**src/verilog/step_seq_pkg.sv**
```systemverilog
// constants and carrier types for the multi-step speed sequencer
`default_nettype none
package step_seq_pkg;

  // ---------------------------------------------------------------
  // register map (byte offsets on the apb bus)
  // ---------------------------------------------------------------
  localparam logic [7:0] OFS_CTRL    = 8'h00;
  localparam logic [7:0] OFS_STATUS  = 8'h04;
  localparam logic [7:0] OFS_MAXFREQ = 8'h08;
  localparam logic [7:0] OFS_SAVED   = 8'h0c;
  localparam logic [7:0] OFS_SPEED   = 8'h40;
  localparam logic [7:0] OFS_TIME    = 8'h80;
  localparam logic [7:0] TABLE_MASK  = 8'hc0;

  // decoded register kinds
  localparam logic [2:0] KIND_NONE   = 3'h0;
  localparam logic [2:0] KIND_CTRL   = 3'h1;
  localparam logic [2:0] KIND_STATUS = 3'h2;
  localparam logic [2:0] KIND_MAXF   = 3'h3;
  localparam logic [2:0] KIND_SAVED  = 3'h4;
  localparam logic [2:0] KIND_SPEED  = 3'h5;
  localparam logic [2:0] KIND_TIME   = 3'h6;

  // ---------------------------------------------------------------
  // settings and value ranges
  // ---------------------------------------------------------------
  localparam logic [1:0]  MODE_ONCE   = 2'h0;
  localparam logic [1:0]  MODE_HOLD   = 2'h1;
  localparam logic [1:0]  MODE_CYCLE  = 2'h2;
  localparam logic [3:0]  LAST_STEP   = 4'hf;
  localparam logic [3:0]  FIRST_STEP  = 4'h0;
  // speeds are signed tenths of a percent: 1000 is 100.0 %
  localparam logic signed [15:0] SPEED_MAX = 16'sh03e8;
  localparam logic signed [15:0] SPEED_MIN = -16'sh03e8;
  localparam logic [31:0] PCT_FULL    = 32'h0000_03e8;
  localparam logic [15:0] MAXF_RST    = 16'h1388;
  localparam logic [15:0] ZERO16      = 16'h0000;

  // ---------------------------------------------------------------
  // time base: running times count in tenths of the chosen unit
  // ---------------------------------------------------------------
  localparam int CLK_PERIOD_NS = 100;
  localparam int TENTH_SEC_MS  = 100;
  localparam int TENTH_MIN_MS  = 6000;
  localparam int TENTH_SEC_CYC = TENTH_SEC_MS * (1000000 / CLK_PERIOD_NS);
  localparam int TENTH_MIN_CYC = TENTH_MIN_MS * (1000000 / CLK_PERIOD_NS);

  // ---------------------------------------------------------------
  // carriers
  // ---------------------------------------------------------------
  typedef struct packed {
    logic       terminal_sel;
    logic       time_unit_min;
    logic       retain;
    logic [1:0] mode;
  } ctrl_t;

  typedef struct packed {
    logic [15:0][15:0] speed;
    logic [15:0][15:0] run_time;
    ctrl_t             ctrl;
    logic [15:0]       max_freq;
    logic              running;
    logic              holding;
    logic              done;
    logic [3:0]        stage;
    logic [15:0]       elapsed;
    logic              saved_valid;
    logic [3:0]        saved_stage;
    logic [15:0]       saved_elapsed;
    logic [15:0]       saved_freq;
    logic [15:0]       freq_out;
    logic              dir_rev;
    logic [31:0]       prdata;
  } seq_state_t;

  typedef struct packed {
    logic [31:0] count;
  } tick_state_t;

endpackage
`default_nettype wire

```
**src/verilog/step_tick.sv**
```systemverilog
// tenth-of-unit tick generator for step running times
`default_nettype none
module step_tick
#(
  parameter int SEC_CYC = step_seq_pkg::TENTH_SEC_CYC,
  parameter int MIN_CYC = step_seq_pkg::TENTH_MIN_CYC
)
(
  input  wire logic pclk,
  input  wire logic presetn,
  input  wire logic clear,
  input  wire logic unit_min,
  output logic      tick
);

  step_seq_pkg::tick_state_t st_r;
  step_seq_pkg::tick_state_t st_nxt;
  logic [31:0]               limit;

  // ---------------------------------------------------------------
  // counter
  // ---------------------------------------------------------------
  always_comb
  begin
    limit  = unit_min ? 32'(MIN_CYC - 1) : 32'(SEC_CYC - 1);
    st_nxt = st_r;
    tick   = 1'b0;
    // restart on every step change so each step gets whole tenths
    if (clear)
    begin
      st_nxt.count = '0;
    end
    else if (st_r.count >= limit)
    begin
      st_nxt.count = '0;
      tick         = 1'b1;
    end
    else
    begin
      st_nxt.count = st_r.count + 32'h0000_0001;
    end
  end

  always_ff @(posedge pclk or negedge presetn)
  begin
    if (!presetn)
    begin
      st_r <= '0;
    end
    else
    begin
      st_r <= st_nxt;
    end
  end

endmodule
`default_nettype wire

```
**src/verilog/multi_step_speed_sequencer.sv**
```systemverilog
// multi-step speed sequencer with apb register file
//
// What this block does
// - mode 0 runs the sequence once, stops, waits for new run command.
// - mode 1 keeps final step frequency and direction after one pass.
// - mode 2 restarts the sequence after each pass until stopped.
// - retention 0 forgets the position at power loss; restart at step 0.
// - retention 1 saves stage and frequency at power loss, resumes there.
// - each speed setpoint spans -100.0 to 100.0 percent of max frequency.
// - each running time spans 0.0 to 6553.5 seconds or minutes.
// - each timed step uses its own speed and running time pair.
// - setpoint sign picks direction: positive forward, negative reverse.
// - terminal mode decodes four step inputs as a binary setpoint index.
// - terminal codes 0 to 15 map one to one onto setpoints 0 to 15.
//
// Local design decisions: register access over APB and the placing of the registers.
`default_nettype none
module multi_step_speed_sequencer
#(
  parameter int SEC_CYC = step_seq_pkg::TENTH_SEC_CYC,
  parameter int MIN_CYC = step_seq_pkg::TENTH_MIN_CYC
)
(
  input  wire logic        pclk,
  input  wire logic        presetn,
  input  wire logic        psel,
  input  wire logic        penable,
  input  wire logic        pwrite,
  input  wire logic [7:0]  paddr,
  input  wire logic [31:0] pwdata,
  output logic      [31:0] prdata,
  output logic             pready,
  output logic             pslverr,
  input  wire logic        run_cmd,
  input  wire logic        stop_cmd,
  input  wire logic [3:0]  step_sel,
  input  wire logic        power_fail,
  output logic      [15:0] freq_out,
  output logic             dir_rev,
  output logic             running,
  output logic      [3:0]  stage
);

  step_seq_pkg::seq_state_t st_r;
  step_seq_pkg::seq_state_t st_nxt;
  logic                     tick;
  logic                     tick_clear;
  logic                     timed;
  logic                     expire;
  logic [2:0]               kind;
  logic [15:0]              sel_speed;

  // ---------------------------------------------------------------
  // helpers
  // ---------------------------------------------------------------
  function automatic logic [2:0] reg_kind(input logic [7:0] a);
    logic [2:0] k;
    k = step_seq_pkg::KIND_NONE;
    if (a[1:0] == 2'h0)
    begin
      if ((a & step_seq_pkg::TABLE_MASK) == step_seq_pkg::OFS_SPEED)
        k = step_seq_pkg::KIND_SPEED;
      else if ((a & step_seq_pkg::TABLE_MASK) == step_seq_pkg::OFS_TIME)
        k = step_seq_pkg::KIND_TIME;
      else if (a == step_seq_pkg::OFS_CTRL)
        k = step_seq_pkg::KIND_CTRL;
      else if (a == step_seq_pkg::OFS_STATUS)
        k = step_seq_pkg::KIND_STATUS;
      else if (a == step_seq_pkg::OFS_MAXFREQ)
        k = step_seq_pkg::KIND_MAXF;
      else if (a == step_seq_pkg::OFS_SAVED)
        k = step_seq_pkg::KIND_SAVED;
    end
    return k;
  endfunction

  // magnitude of a setpoint scaled onto the max output frequency
  function automatic logic [15:0] to_freq(input logic [15:0] spd,
                                          input logic [15:0] mf);
    logic [15:0] mag;
    logic [31:0] prod;
    mag  = spd[15] ? 16'(-spd) : spd;
    prod = 32'(mag) * 32'(mf);
    return 16'(prod / step_seq_pkg::PCT_FULL);
  endfunction

  // ---------------------------------------------------------------
  // time base
  // ---------------------------------------------------------------
  step_tick #(
    .SEC_CYC (SEC_CYC),
    .MIN_CYC (MIN_CYC)
  ) u_tick (
    .pclk     (pclk),
    .presetn  (presetn),
    .clear    (tick_clear),
    .unit_min (st_r.ctrl.time_unit_min),
    .tick     (tick)
  );

  // ---------------------------------------------------------------
  // next state
  // ---------------------------------------------------------------
  always_comb
  begin
    st_nxt     = st_r;
    kind       = reg_kind(paddr);
    timed      = st_r.running && !st_r.ctrl.terminal_sel && !st_r.holding;
    expire     = timed && (st_r.elapsed >= st_r.run_time[st_r.stage]);
    tick_clear = 1'b0;

    // apb write takes effect at the access edge
    if (psel && penable && pwrite)
    begin
      case (kind)
        step_seq_pkg::KIND_CTRL:
          st_nxt.ctrl = pwdata[4:0];
        step_seq_pkg::KIND_MAXF:
          st_nxt.max_freq = pwdata[15:0];
        step_seq_pkg::KIND_SPEED:
        begin
          // out-of-range setpoints are clamped to full scale
          if ($signed(pwdata) > $signed(32'(step_seq_pkg::SPEED_MAX)))
            st_nxt.speed[paddr[5:2]] = step_seq_pkg::SPEED_MAX;
          else if ($signed(pwdata) < $signed(32'(step_seq_pkg::SPEED_MIN)))
            st_nxt.speed[paddr[5:2]] = step_seq_pkg::SPEED_MIN;
          else
            st_nxt.speed[paddr[5:2]] = pwdata[15:0];
        end
        step_seq_pkg::KIND_TIME:
          st_nxt.run_time[paddr[5:2]] = pwdata[15:0];
        default:
          st_nxt.prdata = st_r.prdata;
      endcase
    end

    // read data captured in the setup cycle, so prdata is a flop
    if (psel && !penable)
    begin
      case (kind)
        step_seq_pkg::KIND_CTRL:
          st_nxt.prdata = {27'h0, st_r.ctrl};
        step_seq_pkg::KIND_STATUS:
          st_nxt.prdata = {st_r.freq_out, 6'h0, st_r.saved_valid,
                           st_r.dir_rev, st_r.stage, 1'b0, st_r.done,
                           st_r.holding, st_r.running};
        step_seq_pkg::KIND_MAXF:
          st_nxt.prdata = {16'h0, st_r.max_freq};
        step_seq_pkg::KIND_SAVED:
          st_nxt.prdata = {st_r.saved_freq, 12'h0, st_r.saved_stage};
        step_seq_pkg::KIND_SPEED:
          st_nxt.prdata = 32'($signed(st_r.speed[paddr[5:2]]));
        step_seq_pkg::KIND_TIME:
          st_nxt.prdata = {16'h0, st_r.run_time[paddr[5:2]]};
        default:
          st_nxt.prdata = 32'h0000_0000;
      endcase
    end

    // sequencing: stop and power loss win over everything else
    if (power_fail || stop_cmd)
    begin
      st_nxt.running = 1'b0;
      st_nxt.holding = 1'b0;
      if (power_fail && st_r.running && st_r.ctrl.retain)
      begin
        st_nxt.saved_valid   = 1'b1;
        st_nxt.saved_stage   = st_r.stage;
        st_nxt.saved_elapsed = st_r.elapsed;
        st_nxt.saved_freq    = st_r.freq_out;
      end
      else if (power_fail && !st_r.ctrl.retain)
      begin
        st_nxt.saved_valid = 1'b0;
      end
    end
    else if (run_cmd && !st_r.running)
    begin
      // a run while already running is ignored
      st_nxt.running = 1'b1;
      st_nxt.done    = 1'b0;
      tick_clear     = 1'b1;
      if (st_r.ctrl.retain && st_r.saved_valid)
      begin
        st_nxt.stage   = st_r.saved_stage;
        st_nxt.elapsed = st_r.saved_elapsed;
      end
      else
      begin
        st_nxt.stage   = step_seq_pkg::FIRST_STEP;
        st_nxt.elapsed = step_seq_pkg::ZERO16;
      end
      st_nxt.saved_valid = 1'b0;
    end
    else if (expire)
    begin
      tick_clear     = 1'b1;
      st_nxt.elapsed = step_seq_pkg::ZERO16;
      if (st_r.stage != step_seq_pkg::LAST_STEP)
      begin
        st_nxt.stage = st_r.stage + 4'h1;
      end
      else
      begin
        case (st_r.ctrl.mode)
          step_seq_pkg::MODE_ONCE:
          begin
            st_nxt.running = 1'b0;
            st_nxt.done    = 1'b1;
          end
          step_seq_pkg::MODE_HOLD:
            st_nxt.holding = 1'b1;
          step_seq_pkg::MODE_CYCLE:
            st_nxt.stage = step_seq_pkg::FIRST_STEP;
          default:
          begin
            // unused mode code behaves as run-once
            st_nxt.running = 1'b0;
            st_nxt.done    = 1'b1;
          end
        endcase
      end
    end
    else if (timed && tick)
    begin
      st_nxt.elapsed = st_r.elapsed + 16'h0001;
    end

    // output frequency and direction
    sel_speed = st_r.ctrl.terminal_sel ? st_r.speed[step_sel]
                                       : st_r.speed[st_r.stage];
    if (st_r.running)
    begin
      st_nxt.freq_out = to_freq(sel_speed, st_r.max_freq);
      st_nxt.dir_rev  = sel_speed[15];
    end
    else
    begin
      st_nxt.freq_out = step_seq_pkg::ZERO16;
      st_nxt.dir_rev  = 1'b0;
    end
  end

  // ---------------------------------------------------------------
  // state register
  // ---------------------------------------------------------------
  always_ff @(posedge pclk or negedge presetn)
  begin
    if (!presetn)
    begin
      st_r          <= '0;
      st_r.max_freq <= step_seq_pkg::MAXF_RST;
    end
    else
    begin
      st_r <= st_nxt;
    end
  end

  // ---------------------------------------------------------------
  // outputs
  // ---------------------------------------------------------------
  // zero-wait slave: every access completes in its first access cycle
  assign pready   = 1'b1;
  assign pslverr  = psel && penable && (kind == step_seq_pkg::KIND_NONE);
  assign prdata   = st_r.prdata;
  assign freq_out = st_r.freq_out;
  assign dir_rev  = st_r.dir_rev;
  assign running  = st_r.running;
  assign stage    = st_r.stage;

  // ---------------------------------------------------------------
  // assertions
  // ---------------------------------------------------------------
  logic quiet;
  assign quiet = !stop_cmd && !power_fail;

  AST_ONCE_STOPS: assert property (
    @(posedge pclk) disable iff (!presetn)
    (expire && quiet && st_r.stage == step_seq_pkg::LAST_STEP &&
     st_r.ctrl.mode == step_seq_pkg::MODE_ONCE)
    |=> (!st_r.running && st_r.done) ##1 (!st_r.running || $past(run_cmd)))
    else $error("run-once did not stop after last step");

  AST_HOLD_LAST: assert property (
    @(posedge pclk) disable iff (!presetn)
    (expire && quiet && st_r.stage == step_seq_pkg::LAST_STEP &&
     st_r.ctrl.mode == step_seq_pkg::MODE_HOLD)
    |=> st_r.running && st_r.holding &&
        st_r.stage == step_seq_pkg::LAST_STEP)
    else $error("hold mode left the last step");

  AST_CYCLE_WRAP: assert property (
    @(posedge pclk) disable iff (!presetn)
    (expire && quiet && st_r.stage == step_seq_pkg::LAST_STEP &&
     st_r.ctrl.mode == step_seq_pkg::MODE_CYCLE)
    |=> st_r.running && st_r.stage == step_seq_pkg::FIRST_STEP)
    else $error("cyclic mode did not wrap to step 0");

  AST_NO_RETAIN: assert property (
    @(posedge pclk) disable iff (!presetn)
    (run_cmd && quiet && !st_r.running && !st_r.ctrl.retain)
    |=> st_r.stage == step_seq_pkg::FIRST_STEP && st_r.elapsed == 16'h0000)
    else $error("start without retention not at step 0");

  AST_RETAIN_SAVE: assert property (
    @(posedge pclk) disable iff (!presetn)
    (power_fail && st_r.running && st_r.ctrl.retain)
    |=> st_r.saved_valid && !st_r.running &&
        st_r.saved_stage == $past(st_r.stage) &&
        st_r.saved_freq == $past(st_r.freq_out))
    else $error("stage not saved at power loss");

  AST_SPEED_RANGE: assert property (
    @(posedge pclk) disable iff (!presetn)
    (psel && penable && pwrite && kind == step_seq_pkg::KIND_SPEED)
    |=> $signed(st_r.speed[$past(paddr[5:2])]) <= step_seq_pkg::SPEED_MAX &&
        $signed(st_r.speed[$past(paddr[5:2])]) >= step_seq_pkg::SPEED_MIN)
    else $error("stored setpoint outside full scale");

  AST_DIRECTION: assert property (
    @(posedge pclk) disable iff (!presetn)
    st_r.running |=> st_r.dir_rev == $past(sel_speed[15]))
    else $error("direction does not follow setpoint sign");

  AST_TERMINAL: assert property (
    @(posedge pclk) disable iff (!presetn)
    (st_r.running && st_r.ctrl.terminal_sel)
    |=> st_r.freq_out == to_freq($past(st_r.speed[step_sel]),
                                 $past(st_r.max_freq)))
    else $error("terminal code chose the wrong setpoint");

  AST_ADVANCE: assert property (
    @(posedge pclk) disable iff (!presetn)
    (expire && quiet && st_r.stage != step_seq_pkg::LAST_STEP)
    |=> st_r.stage == $past(st_r.stage) + 4'h1 && st_r.elapsed == 16'h0000)
    else $error("step did not advance on expiry");

endmodule
`default_nettype wire

```
**config.mk**
```make
export PLATFORM = sky130hd
export DESIGN_NAME = multi_step_speed_sequencer
export DESIGN_NICKNAME = d
export VERILOG_FILES = /design/src/verilog/step_seq_pkg.sv /design/src/verilog/step_tick.sv /design/src/verilog/multi_step_speed_sequencer.sv
export SDC_FILE = /design/constraint.sdc
export NUM_CORES = 2
export LEC_CHECK = 0
export BUFFER_PORTS_ARGS = -buffer_cell sky130_fd_sc_hd__buf_2
export CORE_ASPECT_RATIO = 0.75
export CORE_MARGIN = 2
export CORE_UTILIZATION = 50
export DETAILED_ROUTE_END_ITERATION = 12
export PLACE_DENSITY = 0.66
export SETUP_SLACK_MARGIN = 0.5
export SLEW_MARGIN = 10
export SYNTH_ARGS = -nofsm -noshare
export SYNTH_HDL_FRONTEND = slang
export SYNTH_SLANG_ARGS = --single-unit
export TNS_END_PERCENT = 100
```
**constraint.sdc**
```tcl
create_clock -name pclk -period 50.9 [get_ports pclk]
set_input_delay 0 -clock pclk [delete_from_list [all_inputs] [get_ports pclk]]
set_output_delay 0 -clock pclk [all_outputs]
set_load 0.1 [all_outputs]
```
==> results.json <==
{
  "power_density_mw_per_mm2": 23.7,
  "cp-startpoint": "stage[0]$_DFFE_PN0P_",
  "yosysWarnings": 0,
  "switching_power_w": 0.000392,
  "path_max_fanout": 46,
  "reg2reg_depth": 77,
  "dpl.hpwl_mm": 109,
  "skew_ns": 0.0367,
  "r2r_end": "freq_out[0]$_DFF_PN0_",
  "min_from": "psel",
  "drt_iter0_markers": 4646,
  "cts.sinks": 674,
  "die_w_um": 378,
  "worst_ep_arrival_time_ns": 29.15,
  "design.core.area_mm2": 0.104,
  "seq_power_share_pct": 42.7,
  "cts-root-buf": "clkbuf_16",
  "grt_usage_pct": 29.5,
  "reg2reg_slack_ns": 22.31,
  "drc": 0,
  "r2r_start": "stage[0]$_DFFE_PN0P_",
  "min_period_ns": 28.59,
  "routedWlPerCell_um": 25.5,
  "ant_nets": 0,
  "cts_tree": "built",
  "synth_ff_type": "dfrtp_1",
  "fp.dieH_um": 284,
  "fin_area_mm2": 0.0565,
  "start_kind": "register",
  "rows": 102,
  "drive_gt1_share_pct": 24.0,
  "fin_crit_sh_pct": 56.2,
  "crit_type": "reg -> reg",
  "cp-end-kind": "register",
  "hold-path-cell-count": 5,
  "p_leak_nw": 25.0,
  "rsz0062_at_grt": "false",
  "final_nets": 5116,
  "synthTopCellsByArea": "dfrtp_1 (32%), mux4_2 (17%), fa_1 (7.4%), mux2_2 (6.5%), nand2_1 (4.3%)",
  "synth_cell_types": 130,
  "path_clk_slew_ns": 0.07,
  "cts_buffers": 73,
  "power.share.clock_pct": 42.0,
  "gp_congestion": 0.919,
  "clk-insertion-delay-late_ns": 0.67,
  "netlist_instances": 4829,
  "vdd_ir_drop_max_uv": 37.4,
  "seq_area_frac_synth_pct": 32.2,
  "synth_area_per_cell_um2": 10.9,
  "placed_cell_area_mm2": 0.0537,
  "portBuffers": 106,
  "worstHoldEndpoint": "prdata[2]$_DFFE_PN0P_",
  "initial_utilization_pct": 50.6,
  "critPathSlowestCell": "a41oi_1",
  "worstPathRequired_ns": 51.46,
  "max_slew_margin_pct": 18.8,
  "synth_top_area_share_pct": 31.9,
  "netSwitchingFraction_pct": 29.2,
  "cap_violations": 0,
  "tightest_slew_ns": 1.22,
  "grt_max_degree": 173,
  "synth-seq-cells": 674,
  "htree_levels": 3,
  "vias": 40530,
  "synth_edf_count": 0,
  "drv_slew": 0,
  "grt_first_pass_wirelength_mm": 243,
  "max_stage_delay_ns": 0.91,
  "antenna_found_initial": 2,
  "die_area_mm2": 0.107,
  "fmax_ghz": 0.0350,
  "syn-cell-area_mm2": 0.0524,
  "grt_pass1_vias": 38982,
  "hold_violations": 0,
  "finalPower_w": 0.00134,
  "io_pins": 108,
  "outcome": "complete, no violations",
  "async_reset_ff_share_pct": 100,
  "setup_violations": 0,
  "synth_largest_area_cell": "dfrtp_1",
  "hold_path_class": "in -> reg",
  "crit_path_frequent_cell": "fa_1",
  "grt_overflow": 0,
  "p_comb_share_pct": 15.3,
  "ctsLongestPathBuffers": 3,
  "drtPass1Iterations": 8,
  "intPower_w": 0.000949,
  "antennaDiodeCount": 0,
  "totalWireLength_mm": 158,
  "syn2layout_area_growth_pct": 7.74,
  "drt-vias-per-instance": 6.54,
  "fin_tns_setup_ns": 0
}
state kept, by name, indices dropped and copies added (netlist names):
| signal | cells |
|---|---|
| prdata | 32 |
| u_tick.st_r | 32 |
| stage | 4 |
| freq_out | 16 |
| dir_rev | 1 |
| st_r | 588 |
| running | 1 |
cells in the final DEF, fill, tap and decap left out, drive strengths merged, types with 15 or more instances in the layout:
cell type,count
dfrtp,669
nand2,598
mux4,403
o21ai,328
mux2,305
inv,268
nor2,212
fa,194
buf,187
and2,141
ha,137
a21oi,129
clkbuf,106
a21o,82
nand3,79
xnor2,73
nor3,61
nor2b,48
xor2,48
nand4,43
mux2i,42
and3,39
a221oi,39
a211oi,36
o211ai,34
nor4,33
a31oi,25
nand2b,24
dlygate4sd3,23
or3,23
clkinv,21
or2,18
a211o,17
a22o,16
o21a,15
logic make-up after synthesis:
family / count (synthesis) / synth area share [%]
XOR/XNOR: 121 / 2.04
AND/OR/NAND/NOR: 1360 / 12.4
other: 2 / 0.0143
multiplexers: 750 / 24.7
buffers and inverters: 652 / 5.44
flip-flops: 674 / 32.2
AO/OA/AOI/OAI: 936 / 12.5
adder cells (fa/ha/maj): 334 / 10.7
routing by layer:
layer  vias up  part of all wire [%]  global-route usage [%]
met5         -                     0                       0
met4         0                   2.2                    6.61
met3       232                    11                    7.67
met2      2093                    42                    40.9
met1     20755                    45                    46.1
li1      17450                     -                       -
final cells by class:
cell class | count | area, µm²
well taps | 1404 | 1760
fillers | 8853 | 47200
clock inverters | 29 | 389
repair buffers | 210 | 1470
inverters | 267 | 1000
flip-flops and latches | 674 | 16900
clock buffers | 106 | 2130
multi-input cells | 3507 | 32800
how the worst max path moves through the flow:
stage	to	slack [ns]	depth (start not counted)
finish	freq_out[0]$_DFF_PN0_	22.31	77
global placement	freq_out[0]$_DFF_PN0_	23.39	82
CTS	freq_out[0]$_DFF_PN0_	22.80	82
detailed placement	freq_out[0]$_DFF_PN0_	22.89	82
floorplan	freq_out[0]$_DFF_PN0_	26.82	93
global route	freq_out[0]$_DFF_PN0_	20.30	82
power by group through the flow:
stage | registers [W] | logic (W) | clock network [W]
after floorplan | 0.000563 | 0.000157 | 0
after global placement | 0.000581 | 0.000201 | 0
after detailed placement | 0.000582 | 0.000203 | 0
after CTS | 0.000572 | 0.000205 | 0.000568
after global routing | 0.000575 | 0.000220 | 0.000592
final | 0.000572 | 0.000206 | 0.000562
critical path: cells and delay by family (launching register included):
kind / cells / cell delay (ns)
buffers and inverters: 4 / 1.11
multiplexers: 8 / 3.39
AND/OR/NAND/NOR: 16 / 5.23
XOR/XNOR: 2 / 0.98
AO/OA/AOI/OAI: 38 / 12.81
flip-flops: 1 / 0.86
adder cells (fa/ha/maj): 9 / 3.97
through the flow:
step / hold WS [ns] / utilization, % / std cells / worst slack [ns]
global route: 0.0753 / 54.5 / 6197 / 20.30
global placement: -0.0640 / 51.8 / 6038 / 23.39
detailed placement: -0.0629 / 51.8 / 6038 / 22.89
finish: 0.0354 / 54.5 / 6197 / 22.31
CTS: 0.0289 / 54.5 / 6197 / 22.80
floorplan: -0.296 / - / 4833 / 26.82
cells in the mapped netlist, types with 29 or more instances:
cell	n
and2_1	141
o21ai_0	301
nor3_1	59
mux4_2	403
mux2_2	302
buf_4	84
and3_1	39
ha_1	137
nor2_1	212
clkbuf_1	222
o211ai_1	32
nor4_1	29
xor2_1	48
fa_1	194
xnor2_1	72
a211oi_1	30
mux2i_1	40
inv_1	263
nand2_1	597
buf_1	55
nand4_1	42
a21oi_1	119
nand3_1	78
a221oi_1	37
nor2b_1	48
a21o_1	81
dfrtp_1	669
repair_timing:
item	in CTS	in global routing
hold buffers	24	0
gates resized for setup	0	0
buffers inserted	0	0
hold endpoints to repair	492	0
Power figures use the tool's default switching activity.
